<file path="config.mk">
export PLATFORM = sky130hd
export DESIGN_NAME = rcp_top
export DESIGN_NICKNAME = d
export VERILOG_FILES = /design/src/hw/rcp_pkg.sv /design/src/hw/rcp_edge_det.sv /design/src/hw/rcp_gen_out.sv /design/src/hw/rcp_top.sv
export SDC_FILE = /design/constraint.sdc
export NUM_CORES = 1
export LEC_CHECK = 0
export BUFFER_PORTS_ARGS = -buffer_cell sky130_fd_sc_hd__buf_2
export CAP_MARGIN = 20
export CORE_AREA = 2 2 196 198
export CTS_CLUSTER_SIZE = 40
export DETAILED_ROUTE_END_ITERATION = 8
export DIE_AREA = 0 0 198 200
export SLEW_MARGIN = 20
export SYNTH_ARGS = -nofsm -noshare
export SYNTH_HDL_FRONTEND = slang
export SYNTH_HIERARCHICAL = 1
export SYNTH_SLANG_ARGS = --single-unit
</file>
<file path="constraint.sdc">
create_clock -name pclk -period 3.6 [get_ports pclk]
set_clock_uncertainty 0.1 [all_clocks]
set_input_delay 0.36 -clock pclk [delete_from_list [all_inputs] [get_ports pclk]]
set_output_delay 0.36 -clock pclk [all_outputs]
set_load 0.005 [all_outputs]
</file>
<file path="src/hw/rcp_pkg.sv">
// Purpose: Shared constants and types of the rail control pin logic
// Assumes: 32-bit APB, one aligned word per register
// Notes:   Regulator count is fixed here because the state structs depend on it
package rcp_pkg;
   //--------------------------------------------------
   // Sizes
   //--------------------------------------------------
   localparam int CTL_CNT    = 6;
   localparam int REG_CNT    = 8;
   localparam int GPO_CNT    = 4;
   localparam int GPO_PP_CNT = 3;
   localparam int EV_W       = 7;
   localparam int IDX_C      = 2;
   localparam int IDX_F      = 5;
   //--------------------------------------------------
   // Register byte addresses
   //--------------------------------------------------
   localparam logic [7:0] A_GRP_BASE  = 8'h00;
   localparam logic [7:0] A_SLP_MODE  = 8'h18;
   localparam logic [7:0] A_SLP_GRP_C = 8'h1C;
   localparam logic [7:0] A_SLP_GRP_F = 8'h20;
   localparam logic [7:0] A_GPO_BASE  = 8'h24;
   localparam logic [7:0] A_RAIL_ST   = 8'h34;
   localparam logic [7:0] A_SLP_ST    = 8'h38;
   localparam logic [7:0] A_INT_ST    = 8'h3C;
   localparam logic [7:0] A_INT_MSK   = 8'h40;
   localparam logic [7:0] A_STRIDE    = 8'h04;
   //--------------------------------------------------
   // Field positions
   //--------------------------------------------------
   localparam int F_SLP_C   = 0;
   localparam int F_SLP_F   = 1;
   localparam int F_GPO_SRC = 16;
   localparam int F_GPO_VAL = 17;
   localparam int F_GPO_PP  = 18;
   localparam int F_EV_PG   = 6;
   //--------------------------------------------------
   // Types
   //--------------------------------------------------
   typedef struct packed {
      logic               src_reg;
      logic               val;
      logic               push_pull;
      logic [REG_CNT-1:0] sel;
   } rcp_gpo_cfg_t;

   typedef struct packed {
      logic [CTL_CNT-1:0][REG_CNT-1:0] grp;
      logic [1:0]                      slp_mode;
      logic [REG_CNT-1:0]              slp_grp_c;
      logic [REG_CNT-1:0]              slp_grp_f;
      logic [REG_CNT-1:0]              rail_en;
      logic [REG_CNT-1:0]              sleep;
      logic [REG_CNT-1:0]              pg_prev;
      rcp_gpo_cfg_t [GPO_CNT-1:0]      gpo;
      logic [EV_W-1:0]                 int_st;
      logic [EV_W-1:0]                 int_msk;
      logic [31:0]                     prdata;
   } rcp_top_st_t;

   typedef struct packed {
      logic [CTL_CNT-1:0] prev;
   } rcp_edge_st_t;

   typedef struct packed {
      logic level;
   } rcp_gout_st_t;
   //--------------------------------------------------
   // Reset values
   //--------------------------------------------------
   localparam rcp_gpo_cfg_t GPO_RST = '{src_reg: 1'b1, val: 1'b1, push_pull: 1'b0, sel: '0};
   localparam rcp_top_st_t  TOP_RST = '{gpo: {GPO_CNT{GPO_RST}}, default: '0};
   localparam rcp_edge_st_t EDGE_RST = '{prev: '0};
   localparam rcp_gout_st_t GOUT_RST = '{level: 1'b1};
endpackage : rcp_pkg

</file>
<file path="src/hw/rcp_edge_det.sv">
// Purpose: Edge pulses of the rail control pins
// Assumes: Pins synchronous to pclk
// Notes:   Previous level resets low, so a pin high at release gives a rise
`timescale 1ns/10ps
module rcp_edge_det (
   // Clock and reset
   input  wire logic                        pclk,
   input  wire logic                        presetn,
   // Levels and pulses
   input  wire logic [rcp_pkg::CTL_CNT-1:0] lvl,
   output logic      [rcp_pkg::CTL_CNT-1:0] rise,
   output logic      [rcp_pkg::CTL_CNT-1:0] fall
);
   rcp_pkg::rcp_edge_st_t st_ff;
   rcp_pkg::rcp_edge_st_t nxt_st;

   always_comb begin
      nxt_st      = st_ff;
      nxt_st.prev = lvl;
   end

   always_ff @(posedge pclk or negedge presetn) begin
      if (!presetn) begin
         st_ff <= rcp_pkg::EDGE_RST;
      end else begin
         st_ff <= nxt_st;
      end
   end

   assign rise = lvl & ~st_ff.prev;
   assign fall = ~lvl & st_ff.prev;
endmodule : rcp_edge_det

</file>
<file path="src/hw/rcp_gen_out.sv">
// Purpose: One general-purpose output pin stage
// Assumes: Power-good inputs synchronous to pclk
// Notes:   Output enable is low while the pin is driven
`timescale 1ns/10ps
module rcp_gen_out #(
   parameter bit OD_ONLY = 1'b0
) (
   // Clock and reset
   input  wire logic                        pclk,
   input  wire logic                        presetn,
   // Configuration and status
   input  wire rcp_pkg::rcp_gpo_cfg_t       cfg,
   input  wire logic [rcp_pkg::REG_CNT-1:0] pg,
   // Pin
   output logic                             pin_o,
   output logic                             pin_oe_n
);
   rcp_pkg::rcp_gout_st_t st_ff;
   rcp_pkg::rcp_gout_st_t nxt_st;
   logic                  drive_pp;

   always_comb begin
      nxt_st = st_ff;
      if (cfg.src_reg) begin
         nxt_st.level = cfg.val;
      end else begin
         nxt_st.level = (cfg.sel != '0) && ((pg & cfg.sel) == cfg.sel);
      end
   end

   always_ff @(posedge pclk or negedge presetn) begin
      if (!presetn) begin
         st_ff <= rcp_pkg::GOUT_RST;
      end else begin
         st_ff <= nxt_st;
      end
   end

   assign drive_pp = cfg.push_pull && !OD_ONLY;
   assign pin_o    = drive_pp ? st_ff.level : 1'b0;
   assign pin_oe_n = drive_pp ? 1'b0 : st_ff.level;
endmodule : rcp_gen_out

</file>
<file path="src/hw/rcp_top.sv">
// Purpose: Rail control pin logic with APB registers
// Assumes: All pins and power-good inputs synchronous to pclk
// Notes:   Zero-wait APB slave; unmapped accesses answer with pslverr
`timescale 1ns/10ps
//--------------------------------------------------
//--------------------------------------------------
module rcp_top (
   // APB
   input  wire logic                        pclk,
   input  wire logic                        presetn,
   input  wire logic                        psel,
   input  wire logic                        penable,
   input  wire logic                        pwrite,
   input  wire logic [7:0]                  paddr,
   input  wire logic [31:0]                 pwdata,
   output logic      [31:0]                 prdata,
   output logic                             pready,
   output logic                             pslverr,
   // Rail control pins
   input  wire logic                        rail_ctrl_in_a,
   input  wire logic                        rail_ctrl_in_b,
   input  wire logic                        rail_ctrl_in_c,
   input  wire logic                        rail_ctrl_in_d,
   input  wire logic                        rail_ctrl_in_e,
   input  wire logic                        rail_ctrl_in_f,
   // Regulator side
   input  wire logic [rcp_pkg::REG_CNT-1:0] rail_pg,
   output logic      [rcp_pkg::REG_CNT-1:0] rail_en,
   output logic      [rcp_pkg::REG_CNT-1:0] rail_sleep,
   // Interrupt pin
   output logic                             irq_out_n_o,
   output logic                             irq_out_n_oe_n,
   // General-purpose output pins
   output logic                             gen_out_a_o,
   output logic                             gen_out_a_oe_n,
   output logic                             gen_out_b_o,
   output logic                             gen_out_b_oe_n,
   output logic                             gen_out_c_o,
   output logic                             gen_out_c_oe_n,
   output logic                             gen_out_d_o,
   output logic                             gen_out_d_oe_n
);
   //--------------------------------------------------
   // Helpers
   //--------------------------------------------------
   function automatic logic [7:0] reg_addr(input logic [7:0] base, input int idx);
      reg_addr = base + 8'(idx * 4);
   endfunction : reg_addr

   function automatic logic addr_ok(input logic [7:0] a);
      addr_ok = (a[1:0] == 2'h0) && (a <= rcp_pkg::A_INT_MSK);
   endfunction : addr_ok

   //--------------------------------------------------
   // Declarations
   //--------------------------------------------------
   rcp_pkg::rcp_top_st_t              st_ff;
   rcp_pkg::rcp_top_st_t              nxt_st;
   logic [rcp_pkg::CTL_CNT-1:0]       ctl_lvl;
   logic [rcp_pkg::CTL_CNT-1:0]       ctl_rise;
   logic [rcp_pkg::CTL_CNT-1:0]       ctl_fall;
   logic [rcp_pkg::CTL_CNT-1:0]       ctl_is_en;
   logic [rcp_pkg::REG_CNT-1:0]       on_m;
   logic [rcp_pkg::REG_CNT-1:0]       off_m;
   logic [rcp_pkg::REG_CNT-1:0]       slp_m;
   logic [rcp_pkg::EV_W-1:0]          ev;
   logic [31:0]                       rd_val;
   logic                              sleep_req_n_first;
   logic                              sleep_req_n_second;
   logic                              setup_rd;
   logic                              wr_acc;
   logic                              rd_acc;
   logic [rcp_pkg::GPO_CNT-1:0]       gpo_o;
   logic [rcp_pkg::GPO_CNT-1:0]       gpo_oe_n;

   assign ctl_lvl = {rail_ctrl_in_f, rail_ctrl_in_e, rail_ctrl_in_d,
                     rail_ctrl_in_c, rail_ctrl_in_b, rail_ctrl_in_a};
   assign sleep_req_n_first  = rail_ctrl_in_c;
   assign sleep_req_n_second = rail_ctrl_in_f;

   assign setup_rd = psel && !penable && !pwrite;
   assign wr_acc   = psel && penable && pwrite;
   assign rd_acc   = psel && penable && !pwrite;

   //--------------------------------------------------
   // Pin edges
   //--------------------------------------------------
   rcp_edge_det u_edge (
      .pclk    (pclk),
      .presetn (presetn),
      .lvl     (ctl_lvl),
      .rise    (ctl_rise),
      .fall    (ctl_fall)
   );

   //--------------------------------------------------
   // Next state
   //--------------------------------------------------
   always_comb begin
      nxt_st    = st_ff;
      ctl_is_en = '1;
      ctl_is_en[rcp_pkg::IDX_C] = !st_ff.slp_mode[rcp_pkg::F_SLP_C];
      ctl_is_en[rcp_pkg::IDX_F] = !st_ff.slp_mode[rcp_pkg::F_SLP_F];
      on_m  = '0;
      off_m = '0;
      for (int i = 0; i < rcp_pkg::CTL_CNT; i++) begin
         if (ctl_is_en[i] && ctl_rise[i]) begin
            on_m = on_m | st_ff.grp[i];
         end
         if (ctl_is_en[i] && ctl_fall[i]) begin
            off_m = off_m | st_ff.grp[i];
         end
      end
      // Switching off wins over switching on for a shared rail
      nxt_st.rail_en = (st_ff.rail_en | on_m) & ~off_m;

      slp_m = '0;
      if (st_ff.slp_mode[rcp_pkg::F_SLP_C] && !sleep_req_n_first) begin
         slp_m = slp_m | st_ff.slp_grp_c;
      end
      if (st_ff.slp_mode[rcp_pkg::F_SLP_F] && !sleep_req_n_second) begin
         slp_m = slp_m | st_ff.slp_grp_f;
      end
      nxt_st.sleep   = slp_m;
      nxt_st.pg_prev = rail_pg;

      ev = {|(st_ff.pg_prev & ~rail_pg & st_ff.rail_en), ctl_rise | ctl_fall};

      // Read value, captured in the setup phase
      rd_val = '0;
      for (int i = 0; i < rcp_pkg::CTL_CNT; i++) begin
         if (paddr == reg_addr(rcp_pkg::A_GRP_BASE, i)) begin
            rd_val[rcp_pkg::REG_CNT-1:0] = st_ff.grp[i];
         end
      end
      for (int i = 0; i < rcp_pkg::GPO_CNT; i++) begin
         if (paddr == reg_addr(rcp_pkg::A_GPO_BASE, i)) begin
            rd_val[rcp_pkg::REG_CNT-1:0]  = st_ff.gpo[i].sel;
            rd_val[rcp_pkg::F_GPO_SRC]    = st_ff.gpo[i].src_reg;
            rd_val[rcp_pkg::F_GPO_VAL]    = st_ff.gpo[i].val;
            rd_val[rcp_pkg::F_GPO_PP]     = st_ff.gpo[i].push_pull;
         end
      end
      unique case (paddr)
         rcp_pkg::A_SLP_MODE:  rd_val[1:0] = st_ff.slp_mode;
         rcp_pkg::A_SLP_GRP_C: rd_val[rcp_pkg::REG_CNT-1:0] = st_ff.slp_grp_c;
         rcp_pkg::A_SLP_GRP_F: rd_val[rcp_pkg::REG_CNT-1:0] = st_ff.slp_grp_f;
         rcp_pkg::A_RAIL_ST:   rd_val[rcp_pkg::REG_CNT-1:0] = st_ff.rail_en;
         rcp_pkg::A_SLP_ST:    rd_val[rcp_pkg::REG_CNT-1:0] = st_ff.sleep;
         rcp_pkg::A_INT_ST:    rd_val[rcp_pkg::EV_W-1:0] = st_ff.int_st;
         rcp_pkg::A_INT_MSK:   rd_val[rcp_pkg::EV_W-1:0] = st_ff.int_msk;
         default:              rd_val = rd_val;
      endcase
      if (setup_rd) begin
         nxt_st.prdata = rd_val;
      end

      // Only the bits returned are cleared, and a new event wins
      nxt_st.int_st = st_ff.int_st | ev;
      if (rd_acc && paddr == rcp_pkg::A_INT_ST) begin
         nxt_st.int_st = (st_ff.int_st & ~st_ff.prdata[rcp_pkg::EV_W-1:0]) | ev;
      end

      if (wr_acc) begin
         for (int i = 0; i < rcp_pkg::CTL_CNT; i++) begin
            if (paddr == reg_addr(rcp_pkg::A_GRP_BASE, i)) begin
               nxt_st.grp[i] = pwdata[rcp_pkg::REG_CNT-1:0];
            end
         end
         for (int i = 0; i < rcp_pkg::GPO_CNT; i++) begin
            if (paddr == reg_addr(rcp_pkg::A_GPO_BASE, i)) begin
               nxt_st.gpo[i].sel       = pwdata[rcp_pkg::REG_CNT-1:0];
               nxt_st.gpo[i].src_reg   = pwdata[rcp_pkg::F_GPO_SRC];
               nxt_st.gpo[i].val       = pwdata[rcp_pkg::F_GPO_VAL];
               nxt_st.gpo[i].push_pull = (i < rcp_pkg::GPO_PP_CNT) && pwdata[rcp_pkg::F_GPO_PP];
            end
         end
         unique case (paddr)
            rcp_pkg::A_SLP_MODE:  nxt_st.slp_mode  = pwdata[1:0];
            rcp_pkg::A_SLP_GRP_C: nxt_st.slp_grp_c = pwdata[rcp_pkg::REG_CNT-1:0];
            rcp_pkg::A_SLP_GRP_F: nxt_st.slp_grp_f = pwdata[rcp_pkg::REG_CNT-1:0];
            rcp_pkg::A_INT_MSK:   nxt_st.int_msk   = pwdata[rcp_pkg::EV_W-1:0];
            default:              nxt_st.int_msk   = nxt_st.int_msk;
         endcase
      end
   end

   always_ff @(posedge pclk or negedge presetn) begin
      if (!presetn) begin
         st_ff <= rcp_pkg::TOP_RST;
      end else begin
         st_ff <= nxt_st;
      end
   end

   //--------------------------------------------------
   // Outputs
   //--------------------------------------------------
   assign prdata     = st_ff.prdata;
   assign pready     = 1'b1;
   assign pslverr    = psel && penable && !addr_ok(paddr);
   assign rail_en    = st_ff.rail_en;
   assign rail_sleep = st_ff.sleep;

   assign irq_out_n_o    = 1'b0;
   assign irq_out_n_oe_n = ~|(st_ff.int_st & st_ff.int_msk);

   for (genvar g = 0; g < rcp_pkg::GPO_CNT; g++) begin : g_gpo
      rcp_gen_out #(
         .OD_ONLY (g == rcp_pkg::GPO_CNT - 1)
      ) u_gout (
         .pclk     (pclk),
         .presetn  (presetn),
         .cfg      (st_ff.gpo[g]),
         .pg       (rail_pg),
         .pin_o    (gpo_o[g]),
         .pin_oe_n (gpo_oe_n[g])
      );
   end

   assign gen_out_a_o    = gpo_o[0];
   assign gen_out_a_oe_n = gpo_oe_n[0];
   assign gen_out_b_o    = gpo_o[1];
   assign gen_out_b_oe_n = gpo_oe_n[1];
   assign gen_out_c_o    = gpo_o[2];
   assign gen_out_c_oe_n = gpo_oe_n[2];
   assign gen_out_d_o    = gpo_o[3];
   assign gen_out_d_oe_n = gpo_oe_n[3];
endmodule : rcp_top

</file>
After elaboration in Yosys (flattened, before gate mapping)

Cells that the tools add are included.

Flip-flop bits (word level): 168
Output and inout bits: 60

Equality and inequality tests: 20
Reduce and logical (&&, ||, !) cells: 48
$lt $le $gt $ge: 1
Bitwise logic cells: 31
Mux-type cells: 42

Operators by type and width:

| cell               | number |
|---|---|
| $mux 8             | 24 |
| $or 8x8->8         | 12 |
| $eq 8x6->1 const B | 8 |
| $and 8x8->8        | 7 |
| $eq 8x5->1 const B | 4 |
| $eq 8x8->1         | 4 |
| $reduce_bool 8->1  | 4 |
| $pmux 5 s6         | 1 |
| $reduce_and 2->1   | 14 |
| $logic_and 1x1->1  | 18 |
| $eq 8x4->1 const B | 2 |
| $not 8->8          | 2 |
| $and 7x7->7        | 2 |
| $or 7x7->7         | 2 |
| $pmux 2 s7         | 1 |
| $and 6x6->6        | 2 |
| $mux 3             | 4 |
| $not 6->6          | 2 |
| $mux 1             | 10 |
| $eq 8x3->1 const B | 1 |
| $eq 8x7->1 const B | 1 |
| $le 8x7->1 const B | 1 |
| $logic_not 1->1    | 8 |
| $logic_not 8->1    | 1 |
| other kinds (7)    | 7 |

Longest topological paths before layout

Gate-level depths: netlist of run 1.

Word-level depth: 15
Mapped depth: 10
Depth with buffers taken out: 6

By module

Netlist of run 1, hierarchy kept.

Modules (own cells, without submodules):

| module                             | area an instance (sq um) | cells an instance | times used |
|---|---|---|---|
| rcp_top                            | 8370.5                   | 752               | 1 |
| rcp_gen_out at g_gpo[0].u_gout ... | 157.7                    | 17                | 3 |
| rcp_edge_det                       | 255.2                    | 18                | 1 |
| rcp_gen_out at g_gpo[3].u_gout     | 175.2                    | 17                | 1 |

Least setup slack after synthesis of run 1

Ideal clock, no wire load.

Path kind: input port to flip-flop
Start: in paddr[7]
End: reg st_ff, in the netlist prdata[2]
Slack: 1.452 ns
Required time: 3.381 ns
Path buffers: 3
Library setup time: 0.119 ns
Cell stages on the path: 9
Arrival time: 1.930 ns
Cell sequence: buf_6 > or4b_4 > buf_6 > buf_8 > nor3_1 > o21ai_0 > a222oi_1 > o2111ai_1 > o21a_1

Cells in the longest elaborated chain, start to end: 12

Ends and longest elaborated chain:

| element              | RTL line       | source |
|---|---|---|
| from (decl)          | rcp_top.sv:14  | `input wire logic [7:0] paddr,` |
| $logic_not 8->1      | rcp_top.sv:132 | `if (paddr == reg_addr(rcp_pkg::A_GRP_BASE, i)) begin` |
| $mux 8 (6 in series) | rcp_top.sv:132 |  |
| $mux 8 (4 in series) | rcp_top.sv:137 | `if (paddr == reg_addr(rcp_pkg::A_GPO_BASE, i)) begin` |
| $pmux 5 s6 (*)       | rcp_top.sv:144 | `unique case (paddr)` |
| to (signal assigned) | rcp_top.sv:190 | `st_ff <= rcp_pkg::TOP_RST;` |
| to (signal assigned) | rcp_top.sv:192 | `st_ff <= nxt_st;` |
| to (decl)            | rcp_top.sv:57  | `rcp_pkg::rcp_top_st_t st_ff;` |

Every way passes the cells marked *; elsewhere a longest branch is shown, timed or not.
A chain may end at the register's enable or synchronous reset.

Final worst setup path of run 1

Start: in paddr[5]
End: reg st_ff[74] in the netlist's numbering

Cells in the longest elaborated chain, start to end: 2

Ends and longest elaborated chain:

| element                           | RTL line       | source |
|---|---|---|
| $eq 8x6->1                        | rcp_top.sv:171 | `if (paddr == reg_addr(rcp_pkg::A_GPO_BASE, i)) begin` |
| $reduce_and 2->1 (no source line) | --             |  |

No other way between the ends.

==> results of run 1 <==
## flip-flops by register name (all words and copies together), names as in the netlist
register / count
u_edge/st_ff: 6
rail_en: 8
g_gpo.u_gout/st_ff: 3
g_gpo.u_gout/pin_oe_n: 1
prdata: 11
st_ff: 131
rail_sleep: 8
## path summary, 6_finish.rpt
check / endpoint / slack, ns / depth (start not counted)
worst max-delay path: st_ff[74] / 1.11 / 4
worst min-delay path: st_ff[97] / 0.04 / 1
worst max register to register: prdata[2] / 1.22 / 6
worst min register to register: prdata[18] / 0.40 / 2
max in group asynchronous: st_ff[168] / 2.11 / 3
min in group asynchronous: st_ff[154] / 0.40 / 2
## cells in the mapped netlist, types with 13 or more instances
cell type                  count  share of area, %
sky130_fd_sc_hd__nor2b_1      29               2.0
sky130_fd_sc_hd__inv_1        17              0.69
sky130_fd_sc_hd__a222oi_1     14               1.5
sky130_fd_sc_hd__nand2_1      46               1.9
sky130_fd_sc_hd__nor2_1       42               1.7
sky130_fd_sc_hd__a221oi_1     13               1.2
sky130_fd_sc_hd__nand3_1      16              0.86
sky130_fd_sc_hd__clkbuf_1     20              0.81
sky130_fd_sc_hd__mux2_2      116                14
sky130_fd_sc_hd__nor3_1       15              0.81
sky130_fd_sc_hd__a21oi_1      25               1.3
sky130_fd_sc_hd__buf_2        16              0.86
sky130_fd_sc_hd__o21ai_0      27               1.5
sky130_fd_sc_hd__dfrtp_1     156                42
sky130_fd_sc_hd__a22oi_1      32               2.6
sky130_fd_sc_hd__buf_4        52               4.2
## stage by stage
step / hold slack [ns] / utilization, % / setup WS, ns / power (mW) / std cells
2_1_floorplan: -0.0356 / - / 1.45 / 2.44 / 859
3_3_place_gp: 0.336 / 26.4 / 0.834 / 2.68 / 1356
3_5_place_dp: 0.351 / 26.4 / 0.730 / 2.69 / 1356
4_1_cts: 0.0305 / 28.2 / 1.20 / 4.58 / 1395
5_1_grt: 0.0232 / 28.2 / 1.05 / 4.72 / 1395
6_report: 0.0372 / 28.2 / 1.11 / 4.56 / 1395
## power by group through the flow
stage / clock, mW / combinational (mW) / sequential, mW
final: 1.89 / 0.526 / 2.14
after floorplan: 0 / 0.372 / 2.07
after detailed placement: 0 / 0.516 / 2.17
after global routing: 2.00 / 0.571 / 2.15
after global placement: 0 / 0.510 / 2.17
after CTS: 1.92 / 0.525 / 2.14
## per-layer routing
layer / global-route usage (%) / vias to the layer above / share of wire, %
met2: 23.6 / 455 / 44
met5: 0 / - / 0
li1: - / 3122 / -
met3: 3.65 / 58 / 9.8
met1: 22.9 / 3750 / 44
met4: 5.12 / 0 / 2.2
## what timing repair did
| action | 4_1_cts | 5_1_grt |
|---|---|---|
| resized for setup | 0 | 0 |
| hold buffers | 7 | 0 |
| hold endpoints to repair | 75 | 0 |
| setup endpoints to repair | 0 | 0 |
## final cells by class
class / count / share of cell area [%]
Sequential cell: 168 / 40.0
Clock buffer: 18 / 4.17
Inverter: 17 / 0.605
Timing Repair Buffer: 96 / 5.45
Tap cell: 511 / 6.07
Multi-Input combinational cell: 571 / 42.1
Clock inverter: 14 / 1.53
## critical path, cell delays in order
cell	delay, ns
sky130_fd_sc_hd__buf_2	0.32
sky130_fd_sc_hd__nor4b_1	0.87
sky130_fd_sc_hd__nand3_1	0.66
sky130_fd_sc_hd__mux2_2	0.48
## kinds of logic after synthesis
family,synth area share (%)
AO/OA/AOI/OAI,15.3
XOR/XNOR,0.175
buffers and inverters,7.46
flip-flops,45.5
multiplexers,16.3
other,0.121
AND/OR/NAND/NOR,15.1
==> impl_summary.log, run 1 <==
[metrics] CTS sink cnt: around 170
[metrics] ANT nets after route: 0
[metrics] Most used DFF post-synth: sky130_fd_sc_hd__dfrtp_1
[metrics] top fanout value on the critical path: 18
[metrics] Relative slew margins: around 27%
[metrics] Worst VDD drop: 0.300 mV
[metrics] shortest period the worst path allows: 2.49 ns
[metrics] overall fraction of global-route tracks in use: around 16%
[metrics] number of max-cap violations: 0
[metrics] count of different cell masters after synthesis: 70
[metrics] DR iter-0 viols: 1088
[metrics] pin count of the biggest net entering global routing: 73
[metrics] number of synthesized register bits: 168
[metrics] ratio of total power to cell area: roughly 430 nW/µm²
[metrics] Slew @ Worst Pin: around 1.1 ns
[metrics] Clock transition at path regs: 0.07 ns
[metrics] Worst-Skew Late Latency: between 0.4 and 0.5 ns
[metrics] layout overhead on the synthesized area: 13.6%
[metrics] post-synth design cell area: just over 9000 µm²
[metrics] number of hold violations in the final report: 0
[metrics] clock tree from TritonCTS: built
[metrics] total area of sequential cells: about 4200 µm²
[metrics] cell chosen for the clock root: sky130_fd_sc_hd__clkbuf_16
[metrics] post-synthesis sequential area ratio: 45.5%
[metrics] most common cell after layout, fill and taps aside: sky130_fd_sc_hd__dfrtp_1
[metrics] critical path capture point type: register
[metrics] Clock Tree Buf Depth: 2
[metrics] r2r startpoint: st_ff[150]
[metrics] leakage power summed over all cells: 4.64 nW
[metrics] Setup Total Neg Slack: 0 ns
[metrics] detailed placer's ending HPWL: about 23 mm
[metrics] last weighted congestion value of the routability-driven placer: around 0.9
[metrics] Avg Vias per Cell: ~5.3
[metrics] portion of total power attributed to the clock network: 41.4%
[metrics] footprint of the multi-input gates: 4440 µm²
[metrics] number of iterations in the first detailed-routing pass: 8
[metrics] top achievable clock speed: between 400 and 500 MHz
[metrics] CP arrival: ~2.7 ns
[metrics] floorplan die width: between 150 and 200 µm
[metrics] wire length of the first global-routing pass: 46.6 mm
[metrics] max-slew violation count: 0
[metrics] fraction of final layout cells with drive strength greater than 1: approximately a third
[metrics] Crit path required time: roughly 3.8 ns
[metrics] outcome: complete, no violations
[metrics] share of total power in sequential cells: approximately 47%
[metrics] Hold Crit Start: rail_pg[7]
[metrics] CTS buffer count: 17
[metrics] number of failing setup endpoints in the final timing report: 0
[metrics] starting utilization of the core area: between 20% and 30%
[metrics] Critical path origin: paddr[5]
[metrics] wire length reported by the detailed router: about 31 mm
[metrics] count of unresolved DRC violations after routing: 0
[metrics] number of global-route vias before repair: 6993
[metrics] floorplan die area: 39600 µm²
[metrics] CTS H-tree depth: 4
[metrics] proportion of total power due to net switching: 28.7%
[metrics] number of flops mapped to enable cells by yosys: 0
[metrics] I/O pin count: 119
[metrics] Net Sw Power: about 1.3 mW
[metrics] grt total ovfl: 0
[metrics] post-route fraction of the period consumed by the critical path: 69.1%
[metrics] port bufs: 73
[metrics] number of antenna violations at the first check in global routing: 0
[metrics] syn avg cell area: between 10 and 15 µm²
[metrics] antenna diode count: 0
[metrics] count of mapped cells out of synthesis: 838
[metrics] number of placement rows: between 70 and 80
[metrics] routed wirelength normalized by instance count: 22.3 µm
[metrics] cell area after placement: 9870 µm²
[metrics] combinational fraction of design power: a little under an eighth
[metrics] Internal Pwr Total: 3.25 mW
[metrics] fillers: 3923
[metrics] Synth warnings: 6
[metrics] die height: 200 µm
[metrics] critical path type: input port to register
[metrics] worst min-delay path class: input port to register
[metrics] number of nets in the layout: 930
[metrics] unrepaired setup endpoints after global routing: false
[metrics] via count of the routed design: approximately 7400
[metrics] number of buffers inserted to repair setup after CTS: 0
[metrics] startpoint type of the worst setup path: input port
[metrics] core outline area: ~37000 µm²
[metrics] async set or reset register ratio after synthesis: 100%
[metrics] most frequent cells in the layout: sky130_fd_sc_hd__dfrtp_1, sky130_fd_sc_hd__mux2_2, sky130_fd_sc_hd__buf_2
[metrics] Finished Cell Area: around 11000 µm²
Power figures use the tool's default switching activity.
==> inputs of run 2 (changes only) <==
--- a/config.mk
+++ b/config.mk
@@ -5,12 +5,13 @@
 export SDC_FILE = /design/constraint.sdc
 export NUM_CORES = 1
 export LEC_CHECK = 0
+export ABC_AREA = 1
 export BUFFER_PORTS_ARGS = -buffer_cell sky130_fd_sc_hd__buf_2
 export CAP_MARGIN = 20
-export CORE_AREA = 2 2 196 198
+export CORE_AREA = 2 2 193 195
 export CTS_CLUSTER_SIZE = 40
 export DETAILED_ROUTE_END_ITERATION = 8
-export DIE_AREA = 0 0 198 200
+export DIE_AREA = 0 0 195 197
 export SLEW_MARGIN = 20
 export SYNTH_ARGS = -nofsm -noshare
 export SYNTH_HDL_FRONTEND = slang
==> constraint.sdc (replaced) <==
create_clock -name pclk -period 2.35 [get_ports pclk]
set_clock_uncertainty 0.1 [all_clocks]
set_input_delay 0.235 -clock pclk [delete_from_list [all_inputs] [get_ports pclk]]
set_output_delay 0.235 -clock pclk [all_outputs]
set_load 0.005 [all_outputs]
==> run 2 against run 1 <==
Non-clock buffer count is 10 higher; sequential share of layout area is 0.76 points higher; setup slack worse by 0.62 ns; routed wire length down 7.6%; core utilization increased by 0.35 points; synthesized cell count increased by 41%; sequential power increased by 46%; sequential cell count is the same; highest routed layer unchanged; clock-buffer cell count down 1; power grew 45%; combinational power is 35% higher; cell count up 23%.
==> impl_summary.log, run 2 <==
[metrics] outcome: complete, no violations
[metrics] cell with the most instances after synthesis: sky130_fd_sc_hd__nand2_1
[metrics] last weighted congestion value of the routability-driven placer: 0.923
[metrics] post-route non-filler standard cell count: ~1700
[metrics] number of synthesized register bits: ~170
[metrics] Slew @ Worst Pin: 0.833 ns
[metrics] Yosys top cell area share: between 40% and 50%
[metrics] cell types with the largest area share after synthesis: sky130_fd_sc_hd__dfrtp_1, sky130_fd_sc_hd__nand2_1, sky130_fd_sc_hd__o21ai_0
[metrics] fraction of met3 tracks used by global routing: under 10%
[metrics] r2r startpoint: u_edge/st_ff[2]
[metrics] layout overhead on the synthesized area: 15.5%
[metrics] detailed placer's ending HPWL: 21.8 mm
[metrics] Clock Tree Buf Depth: 2
[metrics] CTS sink cnt: 168
[metrics] cell area after placement: approximately 9600 µm²
[metrics] top achievable clock speed: between 500 and 600 MHz
[metrics] floorplan die area: 38400 µm²
[metrics] Setup Total Neg Slack: 0 ns
[metrics] Relative slew margins: between 40% and 50%
[metrics] number of hold violations in the final report: 0
[metrics] count of different cell masters after synthesis: 37
[metrics] flip-flop count of the largest register after layout: about 130
[metrics] core outline area: 36300 µm²
[metrics] number of max-cap violations: 0
[metrics] count of mapped cells out of synthesis: 1184
[metrics] unrepaired setup endpoints after global routing: false
[metrics] number of failing setup endpoints in the final timing report: 0
[metrics] max-slew violation count: 0
[metrics] number of gates given a new drive strength after cts: 0
[metrics] number of antenna violations at the first check in global routing: 1
[metrics] most congested layer reported by global routing: met2
[metrics] Clock transition at path regs: around 0.08 ns
[metrics] number of iterations in the first detailed-routing pass: 5
[metrics] number of global-route vias before repair: 7740
[metrics] critical path capture point type: register
[metrics] cell types with the highest counts after synthesis: sky130_fd_sc_hd__nand2_1, sky130_fd_sc_hd__dfrtp_1, sky130_fd_sc_hd__o21ai_0, sky130_fd_sc_hd__inv_1, sky130_fd_sc_hd__nor2_1
[metrics] post-synth design cell area: roughly 9000 µm²
[metrics] cell count of the worst reg-to-reg path: 7
[metrics] Worst VDD drop: roughly 0.46 mV
[metrics] critical path type: input port to register
[metrics] die height: roughly 200 µm
[metrics] floorplan die width: just under 200 µm
[metrics] number of flops mapped to enable cells by yosys: 0
[metrics] wire length of the first global-routing pass: 44.8 mm
[metrics] DR iter-0 viols: 894
[metrics] grt total ovfl: 0
[metrics] startpoint type of the worst setup path: input port
[metrics] combinational family with the most area after synthesis: simple AND/OR/NAND/NOR gates
[metrics] total instance count after detailed placement: between 1500 and 2000
[metrics] multiplexer share of the synthesized area: 0%
[metrics] Finished Cell Area: ~10000 µm²
[metrics] Most used DFF post-synth: sky130_fd_sc_hd__dfrtp_1
[metrics] ANT nets after route: 0
[metrics] Worst-Skew Late Latency: 0.45 ns
[metrics] CTS H-tree depth: 4
[metrics] shortest period the worst path allows: between 1.5 and 2 ns
[metrics] global-route track usage on met1: approximately 20%
[metrics] I/O pin count: around 120
[metrics] leakage power summed over all cells: between 4 and 5 nW
[metrics] number of placement rows: 70
[metrics] port bufs: 73
[metrics] CP arrival: roughly 2.1 ns
[metrics] wire length reported by the detailed router: around 29 mm
[metrics] post-synthesis sequential area ratio: ~47%
[metrics] Worst Hold Depth: 3
[metrics] most common cell after layout, fill and taps aside: sky130_fd_sc_hd__nand2_1
[metrics] CTS buffer count: 17
[metrics] Crit path required time: around 2.6 ns
[metrics] Avg Vias per Cell: 4.66
[metrics] synthesized-area fraction occupied by xor and xnor cells: 0%
[metrics] pin count of the biggest net entering global routing: a little under 60
[metrics] routed wirelength normalized by instance count: approximately 17 µm
[metrics] fillers: between 3000 and 4000
[metrics] synthesized-area fraction occupied by ao, oa, aoi and oai cells: between 10% and 20%
[metrics] end point of the most critical hold path: st_ff[76]
[metrics] async set or reset register ratio after synthesis: 100%
[metrics] cell chosen for the clock root: sky130_fd_sc_hd__clkbuf_16
[metrics] Register-to-Register Setup Slack: between 0.6 and 0.7 ns
[metrics] worst min-delay path class: input port to register
[metrics] syn avg cell area: around 7.6 µm²
[metrics] count of unresolved DRC violations after routing: 0
[metrics] post-route fraction of the period consumed by the critical path: 79.3%
[metrics] starting utilization of the core area: about a quarter
[metrics] Hold Crit Start: pwdata[18]
[metrics] top fanout value on the critical path: 7
[metrics] cell type contributing the most total cell area after synthesis: sky130_fd_sc_hd__dfrtp_1
[metrics] via count of the routed design: between 8000 and 9000
[metrics] GR met2 Demand/Resource: 25.3%
[metrics] antenna diode count: 0
[metrics] overall fraction of global-route tracks in use: approximately 15%
[metrics] Synth warnings: 6
[metrics] clock tree from TritonCTS: built
[metrics] endpoint of the worst register-to-register path: rail_en[5]
[metrics] adder and majority gate portion of the synthesized area: 0%
[metrics] number of nets in the layout: 1299
[metrics] ratio of total power to cell area: 637 nW/µm²
[metrics] register with the most flip-flops: st_ff
[metrics] most frequent cells in the layout: sky130_fd_sc_hd__nand2_1, sky130_fd_sc_hd__dfrtp_1, sky130_fd_sc_hd__o21ai_0
[metrics] fraction of final layout cells with drive strength greater than 1: between 10% and 20%
[metrics] simple-gate share of the synthesized area: a little over a quarter
-- run 2: changes by cell type in the layout (fill, tap and decap cells not counted), moves of 30 or more --
cell,delta
sky130_fd_sc_hd__mux2_2,-116
sky130_fd_sc_hd__nand3_1,+30
sky130_fd_sc_hd__o21ai_0,+117
sky130_fd_sc_hd__inv_1,+121
sky130_fd_sc_hd__nand2_1,+296
sky130_fd_sc_hd__nor2_1,+57
sky130_fd_sc_hd__a22oi_1,-31
-- run 2: repair_timing --
item | CTS | global route
hold buffers | 15 | 0
setup buffers | 0 | 0
hold endpoints to repair | 55 | 0
-- run 2: how the worst max path moves through the flow --
stage                   start  slack (ns)             end  cells after the start
2_1_floorplan        paddr[1]        0.88       prdata[0]                     12
3_3_place_gp         paddr[0]        0.29       st_ff[61]                      9
5_1_grt        rail_ctrl_in_c        0.36      rail_en[5]                     10
3_5_place_dp         paddr[7]        0.25       st_ff[51]                      8
4_1_cts             st_ff[42]        0.52  irq_out_n_oe_n                      4
6_report       rail_ctrl_in_c        0.49      rail_en[5]                     10
-- run 2: through the flow --
| step | utilization [%] | setup slack (ns) | total power [mW] | hold slack [ns] |
|---|---|---|---|---|
| finish | 28.5 | 0.488 | 6.59 | 0.0165 |
| global route | 28.5 | 0.357 | 6.87 | 0.0343 |
| CTS | 28.5 | 0.524 | 6.64 | 0.0104 |
| detailed placement | 26.5 | 0.252 | 3.86 | 0.164 |
| global placement | 26.5 | 0.293 | 3.85 | 0.164 |
| floorplan | - | 0.879 | 3.52 | -0.161 |
-- run 2: routing by layer --
layer  wire (µm)  up-vias
met2       13600      296
li1            -     3838
met5           0        -
met1       12700     3856
met3        1940       37
met4         515        0
-- run 2: logic make-up after synthesis --
group	Yosys count
and+or+nand+nor	548
AOI/OAI and AO/OA	229
buffers and inverters	236
DFF	168
other	3
-- run 2: final cells by class --
cell class | count | area [µm²] | area share [%]
flip-flops and latches | 168 | 4220 | 40.8
multi-input cells | 801 | 3720 | 36.0
repair buffers | 106 | 694 | 6.71
well taps | 468 | 586 | 5.66
inverters | 146 | 548 | 5.30
clock buffers | 17 | 425 | 4.11
clock inverters | 15 | 150 | 1.45
-- run 2: critical path, stage by stage --
cell                            delay (ns)
sky130_fd_sc_hd__dlygate4sd3_1        0.53
sky130_fd_sc_hd__buf_2                0.15
sky130_fd_sc_hd__inv_1                0.04
sky130_fd_sc_hd__nor2_1               0.22
sky130_fd_sc_hd__nand2_1              0.27
sky130_fd_sc_hd__o21ai_0              0.23
sky130_fd_sc_hd__a21oi_1              0.06
sky130_fd_sc_hd__o21ai_0              0.08
sky130_fd_sc_hd__a21oi_1              0.06
sky130_fd_sc_hd__a21oi_1              0.22
-- run 2: power by group --
group	switching [mW]	internal [mW]	leakage, nW
combinational	0.476	0.234	2.22
sequential	0.126	3.00	2.20
clock	1.34	1.42	0.282
total	1.94	4.65	4.70
